--- config.mk ---
export PLATFORM = sky130hd
export DESIGN_NAME = alu_core
export DESIGN_NICKNAME = d
export VERILOG_FILES = /design/src/verilog/alu_pkg.sv /design/src/verilog/alu_core.sv /design/src/verilog/alu_sync2.sv
export SDC_FILE = /design/constraint.sdc
export NUM_CORES = 1
export LEC_CHECK = 0
export BUFFER_PORTS_ARGS = -buffer_cell sky130_fd_sc_hd__buf_4
export CAP_MARGIN = 0
export CELL_PAD_IN_SITES_DETAIL_PLACEMENT = 1
export CELL_PAD_IN_SITES_GLOBAL_PLACEMENT = 2
export CORE_UTILIZATION = 34
export DETAILED_ROUTE_END_ITERATION = 10
export PLACE_DENSITY = 0.86
export SYNTH_ARGS = -nofsm -noshare
export SYNTH_HDL_FRONTEND = slang
export SYNTH_SLANG_ARGS = --single-unit
--- constraint.sdc ---
create_clock -name pclk -period 4.3 [get_ports pclk]
set_input_delay 0.86 -clock pclk [delete_from_list [all_inputs] [get_ports pclk]]
set_output_delay 0.86 -clock pclk [all_outputs]
set_load 0.03 [all_outputs]
--- src/verilog/alu_pkg.sv ---
package alu_pkg;

	// Register byte offsets on the APB bus
	localparam logic [7:0] OFS_CTRL = 8'h00;
	localparam logic [7:0] OFS_DST = 8'h04;
	localparam logic [7:0] OFS_SRC = 8'h08;
	localparam logic [7:0] OFS_FLAGS = 8'h0C;
	localparam logic [7:0] OFS_STATUS = 8'h10;

	// Control register fields
	localparam int CTRL_GO_BIT = 8;

	// Flag bit positions within the flags register
	localparam int FLAG_C = 7;
	localparam int FLAG_Z = 6;
	localparam int FLAG_S = 5;
	localparam int FLAG_V = 4;
	localparam int FLAG_D = 3;
	localparam int FLAG_H = 2;
	localparam logic [7:0] FLAGS_MASK = 8'hFC;

	// Status register fields
	localparam int STAT_BUSY_BIT = 0;
	localparam int STAT_STOP_BIT = 1;
	localparam int STAT_ERR_BIT = 2;

	// Values after reset
	localparam logic [7:0] DST_RST = 8'h00;
	localparam logic [7:0] SRC_RST = 8'h00;
	localparam logic [7:0] FLAGS_RST = 8'h00;
	localparam logic [7:0] OP_RST = 8'h00;
	localparam logic EXT_INT_N_RST = 1'b1;

	// Opcodes handled by this datapath
	localparam logic [7:0] OP_SET_CARRY = 8'hDF;
	localparam logic [7:0] OP_SHIFT_R = 8'hD0;
	localparam logic [7:0] OP_SHIFT_IR = 8'hD1;
	localparam logic [7:0] OP_STOP = 8'h7F;
	localparam logic [7:0] OP_SUB_FIRST = 8'h22;
	localparam logic [7:0] OP_SUB_LAST = 8'h26;
	localparam logic [7:0] OP_MASK_FIRST = 8'h62;
	localparam logic [7:0] OP_MASK_LAST = 8'h66;

	// Execution lengths in cycles
	localparam logic [2:0] CYC_SHORT = 3'h4;
	localparam logic [2:0] CYC_LONG = 3'h6;

	typedef enum logic [1:0] {
		ST_IDLE,
		ST_EXEC,
		ST_STOP
	} alu_state_t;

endpackage

--- src/verilog/alu_core.sv ---
`timescale 1ns/100ps

// Notes on behaviour
// [RULE1] Set-carry sets carry, keeps other flags; opcode DF, four cycles.
// [RULE2] Arithmetic right shift moves bits down, bit seven kept and copied.
// [RULE3] Shift: carry gets old bit zero, Z/S from result, V cleared.
// [RULE4] Stop halts CPU and system clocks, enters stop mode, no flags change.
// [RULE5] In stop mode register contents stay as they were.
// [RULE6] Stop mode ends only by external reset or external interrupt.
// [RULE7] Outside party holds reset low until the oscillator has settled.
// [RULE8] Subtract stores destination minus source, source left unchanged.
// [RULE9] Subtract: carry is borrow, Z/S from result, V per sign test.
// [RULE10] Subtract sets D; H is set on low-nibble borrow, else cleared.
// [RULE11] Mask test computes (not dst) and src, for flags only.
// [RULE12] Mask test: Z/S from result, V cleared, C/D/H kept.
// [RULE13] Result and flags are written together at completion.

module alu_core
	import alu_pkg::*;
(
	// Clock and reset
	input wire logic pclk,
	input wire logic presetn,
	// APB slave
	input wire logic psel,
	input wire logic penable,
	input wire logic pwrite,
	input wire logic [7:0] paddr,
	input wire logic [31:0] pwdata,
	output logic [31:0] prdata,
	output logic pready,
	output logic pslverr,
	// Wake-up pin, active low
	input wire logic ext_int_n,
	// Clock control towards the clock circuit
	output logic cpu_clk_en,
	output logic sys_clk_en,
	output logic stop_mode
);
	import alu_pkg::*;

	alu_state_t state_reg;
	logic [7:0] op_reg;
	logic [7:0] dst_reg;
	logic [7:0] src_reg;
	logic [7:0] flags_reg;
	logic [2:0] cnt_reg;
	logic err_reg;
	logic int_n_sync;
	logic acc;
	logic apb_wr;
	logic addr_ok;
	logic idle;
	logic wr_ctrl;
	logic legal;
	logic start;
	logic done;
	logic is_shift;
	logic is_sub;
	logic is_mask;
	logic [2:0] cycles;
	logic [8:0] sub_sum;
	logic [4:0] nib_sum;
	logic [7:0] res;
	logic [7:0] flags_next;
	logic dst_wr;

	// Wake-up pin passes two flops before any logic reads it
	alu_sync2 #(
		.RST_VAL(EXT_INT_N_RST)
	) u_int_sync (
		.pclk(pclk),
		.presetn(presetn),
		.async_in(ext_int_n),
		.sync_out(int_n_sync)
	);

	// Bus decode
	assign acc = psel && penable;
	assign apb_wr = acc && pwrite;
	assign idle = (state_reg == ST_IDLE);
	assign addr_ok = (paddr == OFS_CTRL) || (paddr == OFS_DST) ||
		(paddr == OFS_SRC) || (paddr == OFS_FLAGS) ||
		(paddr == OFS_STATUS);
	assign pready = 1'b1;
	// Writes while busy or stopped are refused so state is retained
	assign pslverr = acc && (!addr_ok || (pwrite && (!idle ||
		paddr == OFS_STATUS))); // see [RULE5]

	assign wr_ctrl = apb_wr && idle && (paddr == OFS_CTRL);

	// Opcode classes
	always_comb begin
		is_shift = (op_reg == OP_SHIFT_R) || (op_reg == OP_SHIFT_IR);
		is_sub = (op_reg >= OP_SUB_FIRST) && (op_reg <= OP_SUB_LAST);
		is_mask = (op_reg >= OP_MASK_FIRST) && (op_reg <= OP_MASK_LAST);
	end

	// Decode of a requested opcode and its length
	always_comb begin
		legal = 1'b0;
		cycles = CYC_LONG;
		case (pwdata[7:0])
			OP_SET_CARRY, OP_SHIFT_R, OP_SHIFT_IR, OP_STOP: begin
				legal = 1'b1;
				cycles = CYC_SHORT; // see [RULE1]
			end
			OP_SUB_FIRST, OP_MASK_FIRST: begin
				legal = 1'b1;
				cycles = CYC_SHORT;
			end
			default: begin
				legal = ((pwdata[7:0] > OP_SUB_FIRST) &&
					(pwdata[7:0] <= OP_SUB_LAST)) ||
					((pwdata[7:0] > OP_MASK_FIRST) &&
					(pwdata[7:0] <= OP_MASK_LAST));
				cycles = CYC_LONG;
			end
		endcase
	end

	assign start = wr_ctrl && pwdata[CTRL_GO_BIT] && legal;
	assign done = (state_reg == ST_EXEC) && (cnt_reg == 3'h0);

	// Sequencer
	always_ff @(posedge pclk or negedge presetn) begin
		if (!presetn) begin
			state_reg <= ST_IDLE;
			cnt_reg <= 3'h0;
		end else begin
			case (state_reg)
				ST_IDLE: begin
					if (start) begin
						state_reg <= ST_EXEC;
						cnt_reg <= cycles - 3'h1;
					end
				end
				ST_EXEC: begin
					if (cnt_reg != 3'h0) begin
						cnt_reg <= cnt_reg - 3'h1;
					end else if (op_reg == OP_STOP) begin
						state_reg <= ST_STOP; // see [RULE4]
					end else begin
						state_reg <= ST_IDLE;
					end
				end
				ST_STOP: begin
					// Only the external interrupt or reset leaves stop
					if (!int_n_sync) begin
						state_reg <= ST_IDLE; // see [RULE6]
					end
				end
				default: begin
					state_reg <= ST_IDLE;
				end
			endcase
		end
	end

	// Opcode latch and illegal-opcode status
	always_ff @(posedge pclk or negedge presetn) begin
		if (!presetn) begin
			op_reg <= OP_RST;
			err_reg <= 1'b0;
		end else if (wr_ctrl && pwdata[CTRL_GO_BIT]) begin
			err_reg <= !legal;
			if (legal) begin
				op_reg <= pwdata[7:0];
			end
		end
	end

	// Datapath
	assign sub_sum = {1'b0, dst_reg} + {1'b0, ~src_reg} +
		9'h001; // see [RULE8]
	assign nib_sum = {1'b0, dst_reg[3:0]} + {1'b0, ~src_reg[3:0]} + 5'h01;

	always_comb begin
		res = dst_reg;
		flags_next = flags_reg;
		dst_wr = 1'b0;
		if (op_reg == OP_SET_CARRY) begin
			flags_next[FLAG_C] = 1'b1; // see [RULE1]
		end else if (is_shift) begin
			res = {dst_reg[7], dst_reg[7:1]}; // see [RULE2]
			dst_wr = 1'b1;
			flags_next[FLAG_C] = dst_reg[0]; // see [RULE3]
			flags_next[FLAG_Z] = (res == 8'h00);
			flags_next[FLAG_S] = res[7];
			flags_next[FLAG_V] = 1'b0;
		end else if (is_sub) begin
			res = sub_sum[7:0]; // see [RULE8]
			dst_wr = 1'b1;
			flags_next[FLAG_C] = !sub_sum[8]; // see [RULE9]
			flags_next[FLAG_Z] = (res == 8'h00);
			flags_next[FLAG_S] = res[7];
			flags_next[FLAG_V] = (dst_reg[7] != src_reg[7]) &&
				(res[7] == src_reg[7]);
			flags_next[FLAG_D] = 1'b1; // see [RULE10]
			flags_next[FLAG_H] = !nib_sum[4];
		end else if (is_mask) begin
			res = ~dst_reg & src_reg; // see [RULE11]
			flags_next[FLAG_Z] = (res == 8'h00); // see [RULE12]
			flags_next[FLAG_S] = res[7];
			flags_next[FLAG_V] = 1'b0;
		end
	end

	// Destination operand: result committed only at completion
	always_ff @(posedge pclk or negedge presetn) begin
		if (!presetn) begin
			dst_reg <= DST_RST;
		end else if (done && dst_wr) begin
			dst_reg <= res; // see [RULE13]
		end else if (apb_wr && idle && paddr == OFS_DST) begin
			dst_reg <= pwdata[7:0];
		end
	end

	// Source operand is never written by execution
	always_ff @(posedge pclk or negedge presetn) begin
		if (!presetn) begin
			src_reg <= SRC_RST;
		end else if (apb_wr && idle && paddr == OFS_SRC) begin
			src_reg <= pwdata[7:0]; // see [RULE8]
		end
	end

	// Flags committed in the same edge as the result
	always_ff @(posedge pclk or negedge presetn) begin
		if (!presetn) begin
			flags_reg <= FLAGS_RST;
		end else if (done) begin
			flags_reg <= flags_next; // see [RULE13]
		end else if (apb_wr && idle && paddr == OFS_FLAGS) begin
			flags_reg <= pwdata[7:0] & FLAGS_MASK;
		end
	end

	// Read data registered in the setup phase
	always_ff @(posedge pclk or negedge presetn) begin
		if (!presetn) begin
			prdata <= 32'h0000_0000;
		end else if (psel && !penable && !pwrite) begin
			case (paddr)
				OFS_CTRL: prdata <= {24'h00_0000, op_reg};
				OFS_DST: prdata <= {24'h00_0000, dst_reg};
				OFS_SRC: prdata <= {24'h00_0000, src_reg};
				OFS_FLAGS: prdata <= {24'h00_0000, flags_reg};
				OFS_STATUS: begin
					prdata <= 32'h0000_0000;
					prdata[STAT_BUSY_BIT] <= (state_reg == ST_EXEC);
					prdata[STAT_STOP_BIT] <= (state_reg == ST_STOP);
					prdata[STAT_ERR_BIT] <= err_reg;
				end
				default: prdata <= 32'h0000_0000;
			endcase
		end
	end

	// Clock control: both clocks gated while stopped
	always_ff @(posedge pclk or negedge presetn) begin
		if (!presetn) begin
			stop_mode <= 1'b0;
			cpu_clk_en <= 1'b1;
			sys_clk_en <= 1'b1;
		end else begin
			stop_mode <= (state_reg == ST_STOP); // see [RULE4]
			cpu_clk_en <= (state_reg != ST_STOP);
			sys_clk_en <= (state_reg != ST_STOP);
		end
	end
endmodule

--- src/verilog/alu_sync2.sv ---
`timescale 1ns/100ps

module alu_sync2 #(
	parameter logic RST_VAL = 1'b0
) (
	// Clock and reset
	input wire logic pclk,
	input wire logic presetn,
	// Asynchronous level in, synchronised level out
	input wire logic async_in,
	output logic sync_out
);

	logic meta_reg;

	always_ff @(posedge pclk or negedge presetn) begin
		if (!presetn) begin
			meta_reg <= RST_VAL;
			sync_out <= RST_VAL;
		end else begin
			meta_reg <= async_in;
			sync_out <= meta_reg;
		end
	end

endmodule

==> flow_metrics.tcl, run 1 <==
set metrics [dict create \
    cts_setup_buffers 0 \
    final_area_um2 3670 \
    crit-reg2reg-launch "op_reg[7]$_DFFE_PN0P_" \
    synth_seq_cells 48 \
    synth_warnings 0 \
    min_path_type "register to register" \
    antenna_found_initial 0 \
    clkLatencyLatePin_ns 0.32 \
    grt_pass1_wl_um 14900 \
    drtPass1Iterations 4 \
    wirelength_um 9100 \
    pwr_density_cell_nw_per_um2 259 \
    post_cts_resize_count 0 \
    synth_edf_count 0 \
    grt-ovfl-total 0 \
    syn_area_um2 3280 \
    endpoint_kind "register" \
    p_sw_share_pct 31.1 \
    slew_headroom_pct 29.7 \
    setup.worst_path.start_class "register" \
    cp_max_fo 18 \
    endpoint "flags_reg[6]$_DFFE_PN0P_" \
    crit_required_ns 4.53 \
    post-dp-hpwl_um 6840 \
    status "completed" \
    numCtsBuffers 5 \
    ys_seq_area_share_pct 36.7 \
    path_cells "or4b_4 > nor4_4 > buf_4 > or4b_1 > or4_1 > o311a_1 > o31ai_2" \
    final.hold.worst_slack_ns 0.360 \
    syn_avg_cell_area_um2 8.91 \
    postCtsHoldBufs 0 \
    area_delta_synth_final_pct 11.7 \
    synth.distinct_cells 56 \
    cts-root-buf "clkbuf_8" \
    yosysMostFrequentCell "dfrtp_1" \
    grt_pass1_vias 2784 \
    seq_power_share_pct 50.7 \
    cts_tree "done" \
    comb_power_share_pct 17.4 \
    fmax_mhz 329 \
    cts_buffer_depth 2 \
    synth.area.top_cells "dfrtp_1 (34%), ha_1 (6.5%), buf_4 (5.9%)" \
    die_x_um 100 \
    clkPwrFrac_pct 31.9 \
    rsz0062_at_grt "false" \
    async_reset_ff_share_pct 100 \
    worst_path_max_delay_cell "or4b_4" \
    synth_flop_cell "dfrtp_1" \
    initial_core_util_pct 35.3 \
    critPathKind "register to register" \
    grtUsageTotal_pct 19.4 \
    synth_top_cell_area_share_pct 34.3 \
    drive_gt1_share_pct 17.2 \
    tightest_slew_ns 1.05 \
    nets 459 \
    drv_slew 0 \
    post-route-util_pct 39.5 \
    drc 0 \
    r2r_end "flags_reg[6]$_DFFE_PN0P_" \
    clk_pin_slew_ns 0.10 \
    final-setup-viol-count 0 \
    max_stage_delay_ns 0.59 \
    fp-row-count 35 \
    cts.sinks 48 \
    vias 2740 \
    num_antenna_cells 0 \
    p_int_uw 654 \
    place_congestion 0.842 \
    grt_max_degree 49 \
    cap_violations 0 \
    fp.dieH_um 100 \
    place_area_um2 3570 \
    io_pins 83 \
    reg2regPathDepth 7 \
    dr.first_iter.drc_count 144 \
    min_period_ns 3.04 \
    finalSetupTns_ns 0 \
    crit_arrival_ns 3.27 \
    drt-vias-per-instance 5.22 \
    core_um2 9280 \
    skew_ns 0.00720 \
    vdd_ir_drop_max_uv 124 \
    r2r_slack_ns 1.26 \
    startpoint "op_reg[7]$_DFFE_PN0P_" \
    die-area_um2 10000 \
    final_hold_viol_count 0 \
    port_buffers 34 \
    synth_largest_area_cell "dfrtp_1" \
    post-route-period-util_pct 70.7 \
    netlist_instances 368 \
    ant_nets 0 \
    wl_per_cell_um 17.3 \
    p_switching_uw 295 \
    leakage_uw 0.00166 \
    synth_common_cells "dfrtp_1 (45), nand2_1 (42), o21ai_0 (32), nor2_1 (31), buf_4 (26)" \
    htreeDepth 2 \
]
how the worst min path moves through the flow:
stage               slack, ns  cells past startpoint                     startpoint                       endpoint
floorplan                0.35                      0  u_int_sync.meta_reg$_DFF_PN1_  u_int_sync.sync_out$_DFF_PN1_
global placement         0.35                      0  u_int_sync.meta_reg$_DFF_PN1_  u_int_sync.sync_out$_DFF_PN1_
detailed placement       0.35                      0  u_int_sync.meta_reg$_DFF_PN1_  u_int_sync.sync_out$_DFF_PN1_
CTS                      0.36                      0  u_int_sync.meta_reg$_DFF_PN1_  u_int_sync.sync_out$_DFF_PN1_
global route             0.37                      0  u_int_sync.meta_reg$_DFF_PN1_  u_int_sync.sync_out$_DFF_PN1_
finish                   0.36                      0  u_int_sync.meta_reg$_DFF_PN1_  u_int_sync.sync_out$_DFF_PN1_
per-stage QoR:
step | instances | power [uW] | worst slack, ns
after floorplan | 391 | 613 | 1.28
after global placement | 517 | 650 | 1.28
after detailed placement | 517 | 655 | 1.30
after CTS | 525 | 954 | 1.27
after global routing | 525 | 993 | 1.14
final | 525 | 949 | 1.26
cell families (layout without fill, tap and decap cells):
family / after synthesis / after routing / synth area share [%]
simple gates: 116 / 116 / 17.5
compound gates: 97 / 97 / 18.8
buf+inv: 62 / 67 / 10.1
flops: 48 / 48 / 36.7
fa+ha+maj: 18 / 18 / 7.09
mux: 18 / 18 / 7.74
xor+xnor: 7 / 7 / 1.87
other cells: 2 / 25 / 0.229
layout by cell type, fill, tap and decap left out, drive strengths merged, types with 4 or more instances in the layout:
cell type | netlist | layout
dfrtp | 45 | 45
ha | 17 | 17
a21oi | 20 | 20
xnor2 | 4 | 4
nor4 | 4 | 4
nor2b | 7 | 7
conb | 2 | 25
nor3 | 9 | 9
nor2 | 31 | 31
o21ai | 33 | 33
buf | 27 | 38
o31ai | 4 | 4
mux4 | 5 | 5
mux2 | 9 | 9
mux2i | 4 | 4
inv | 21 | 21
clkbuf | 14 | 6
nand2 | 42 | 42
a22oi | 7 | 7
a211oi | 10 | 10
a31oi | 5 | 5
power by group through the flow:
stage / combinational, uW / sequential [uW] / clock [uW]
global route: 183 / 483 / 327
global placement: 161 / 489 / 0
floorplan: 127 / 487 / 0
CTS: 166 / 481 / 308
detailed placement: 166 / 489 / 0
finish: 165 / 481 / 303
per-layer routing:
| metal | vias to the layer above | track usage, % | share of wire, % |
|---|---|---|---|
| li1 | 1306 | - | - |
| met1 | 1338 | 25.7 | 46 |
| met2 | 85 | 32.3 | 47 |
| met3 | 11 | 2.51 | 4.7 |
| met4 | 0 | 7.02 | 2.1 |
| met5 | - | 0 | 0 |
area by class of cell:
type | instances | area (um^2)
clock buffer | 6 | 82.6
fill | 1095 | 5620
multi-input combinational | 281 | 1840
sequential | 48 | 1200
tap | 129 | 161
timing repair buffer | 38 | 285
clock inverter | 2 | 15.0
inverter | 21 | 78.8
worst max-delay path: cells and delay by family, from the launching register on:
family / cells / cell delay [ns]
compound gates: 2 / 0.54
buf+inv: 1 / 0.26
flops: 1 / 0.47
simple gates: 4 / 1.68
(Power assumes the default switching activity.)
==> inputs of run 2 (changes only) <==
- CORE_UTILIZATION: 34 -> 29
- PLACE_DENSITY: 0.86 -> 0.78
- clock period: 4.3 -> 2.7 ns (I/O delays scaled with it)
==> run 2 against run 1 <==
Compared with the run above:
- combinational power increased by 79%
- fmax increased by 16%
- utilization decreased by 3.1 points
- final area increased by 8.5%
- first-iteration DRC count increased by 13%
- sequential share of layout area decreased by 2.6 points
- sequential cell count unchanged
- critical path type unchanged
==> flow_metrics.tcl, run 2 (synthesized netlist as in run 1, its figures left out) <==
set metrics [dict create \
    status "completed" \
    drv_slew 0 \
    grt_max_degree 49 \
    die-area_um2 11700 \
    io_pins 83 \
    post-route-period-util_pct 97.0 \
    wl_per_cell_um 17.2 \
    post-dp-hpwl_um 7330 \
    drc 0 \
    post-route-util_pct 36.4 \
    fmax_mhz 382 \
    skew_ns 0.00466 \
    endpoint_kind "register" \
    nets 486 \
    htreeDepth 2 \
    critPathKind "register to register" \
    grt_pass1_vias 2925 \
    cts_tree "done" \
    cts.sinks 48 \
    final_hold_viol_count 0 \
    vias 2851 \
    area_delta_synth_final_pct 21.3 \
    slew_headroom_pct 45.8 \
    cts_buffer_depth 2 \
    dr.first_iter.drc_count 163 \
    ant_nets 0 \
    tightest_slew_ns 0.807 \
    numCtsBuffers 5 \
    rsz0062_at_grt "true" \
    fp.dieH_um 108 \
    clkLatencyLatePin_ns 0.29 \
    drtPass1Iterations 4 \
    drt-vias-per-instance 5.06 \
    fp-row-count 38 \
    crit_arrival_ns 2.83 \
    final.fill_count 1287 \
    initial_core_util_pct 30.0 \
    clk_pin_slew_ns 0.07 \
    cp_max_fo 2 \
    post-place-ws_ns -0.178 \
    finalSetupTns_ns 0 \
    leakage_uw 0.00183 \
    min_path_type "primary input to async pin" \
    final.hold.worst_slack_ns 0.269 \
    vdd_ir_drop_max_uv 227 \
    place_congestion 0.835 \
    antenna_found_initial 0 \
    core_um2 10900 \
    drive_gt1_share_pct 23.9 \
    grt_pass1_wl_um 15700 \
    min_period_ns 2.62 \
    port_buffers 34 \
    worst_slack_ns 0.0807 \
    setup.worst_path.start_class "register" \
    layout_common_cells "buf_4 (65), dfrtp_1 (45), nand2_1 (42), nor2_1 (31), o21ai_0 (30)" \
    cts-root-buf "clkbuf_16" \
    final-setup-viol-count 0 \
    crit_required_ns 2.91 \
    wirelength_um 9680 \
    cap_violations 0 \
    layout_commonest_cell "buf_4" \
    pwr_density_cell_nw_per_um2 445 \
    grt-ovfl-total 0 \
    num_antenna_cells 0 \
    die_x_um 108 \
    grtUsageTotal_pct 17.8 \
]
run 2: area by class of cell:
type | instances | area [um^2] | share of cell area (%)
clock buffer | 6 | 129 | 3.24
multi-input combinational | 281 | 1870 | 46.9
clock inverter | 2 | 35.0 | 0.881
timing repair buffer | 65 | 488 | 12.3
sequential | 48 | 1200 | 30.3
tap | 140 | 175 | 4.40
inverter | 21 | 78.8 | 1.98
run 2: power by group:
group          total, uW  internal (uW)  leakage [uW]  switching [uW]
combinational        295            112       0.00118             183
sequential           765            742      0.000566            23.5
clock                711            436     0.0000808             275
run 2: repair_timing:
action | CTS | global route
setup buffers | 1 | 3
resized for setup | 6 | 3
pin swaps | 7 | 4
hold buffers | 0 | 0
endpoints found under the hold margin | 0 | 0
setup endpoints to repair | 1 | 1
run 2: routing by layer:
metal | share of wire [%] | global-route usage [%] | up-vias
li1 | - | - | 1368
met1 | 47 | 23.1 | 1399
met2 | 48 | 30.2 | 77
met3 | 4.3 | 3.07 | 7
met4 | 1.4 | 4.92 | 0
met5 | 0 | 0 | -
run 2: worst paths after layout:
check / end / cells after the start / slack [ns] / start
min in group pclk: u_int_sync.meta_reg$_DFF_PN1_ / 1 / 0.35 / ext_int_n
max in group asynchronous: src_reg[1]$_DFFE_PN0P_ / 1 / 1.99 / presetn
setup reg to reg: flags_reg[6]$_DFFE_PN0P_ / 9 / 0.08 / dst_reg[0]$_DFFE_PN0P_
hold / removal: prdata[6]$_DFFE_PN0P_ / 1 / 0.27 / presetn
setup / recovery: flags_reg[6]$_DFFE_PN0P_ / 9 / 0.08 / dst_reg[0]$_DFFE_PN0P_
hold reg to reg: u_int_sync.sync_out$_DFF_PN1_ / 0 / 0.36 / u_int_sync.meta_reg$_DFF_PN1_
run 2: critical path, stage by stage (launching register included):
cell     delay, ns
dfrtp_1       0.39
inv_2         0.08
ha_4          0.13
inv_1         0.05
fa_2          0.35
xor2_1        0.16
or4b_1        0.48
or4_1         0.41
o311a_1       0.31
o31ai_2       0.17
run 2: stage by stage:
step                      std cells  total power (uW)  area [um^2]
after detailed placement        551              1070         3750
after global placement          551              1060         3750
final                           563              1770         3980
after CTS                       560              1790         3950
after global routing            563              1850         3980
after floorplan                 391               977         3370
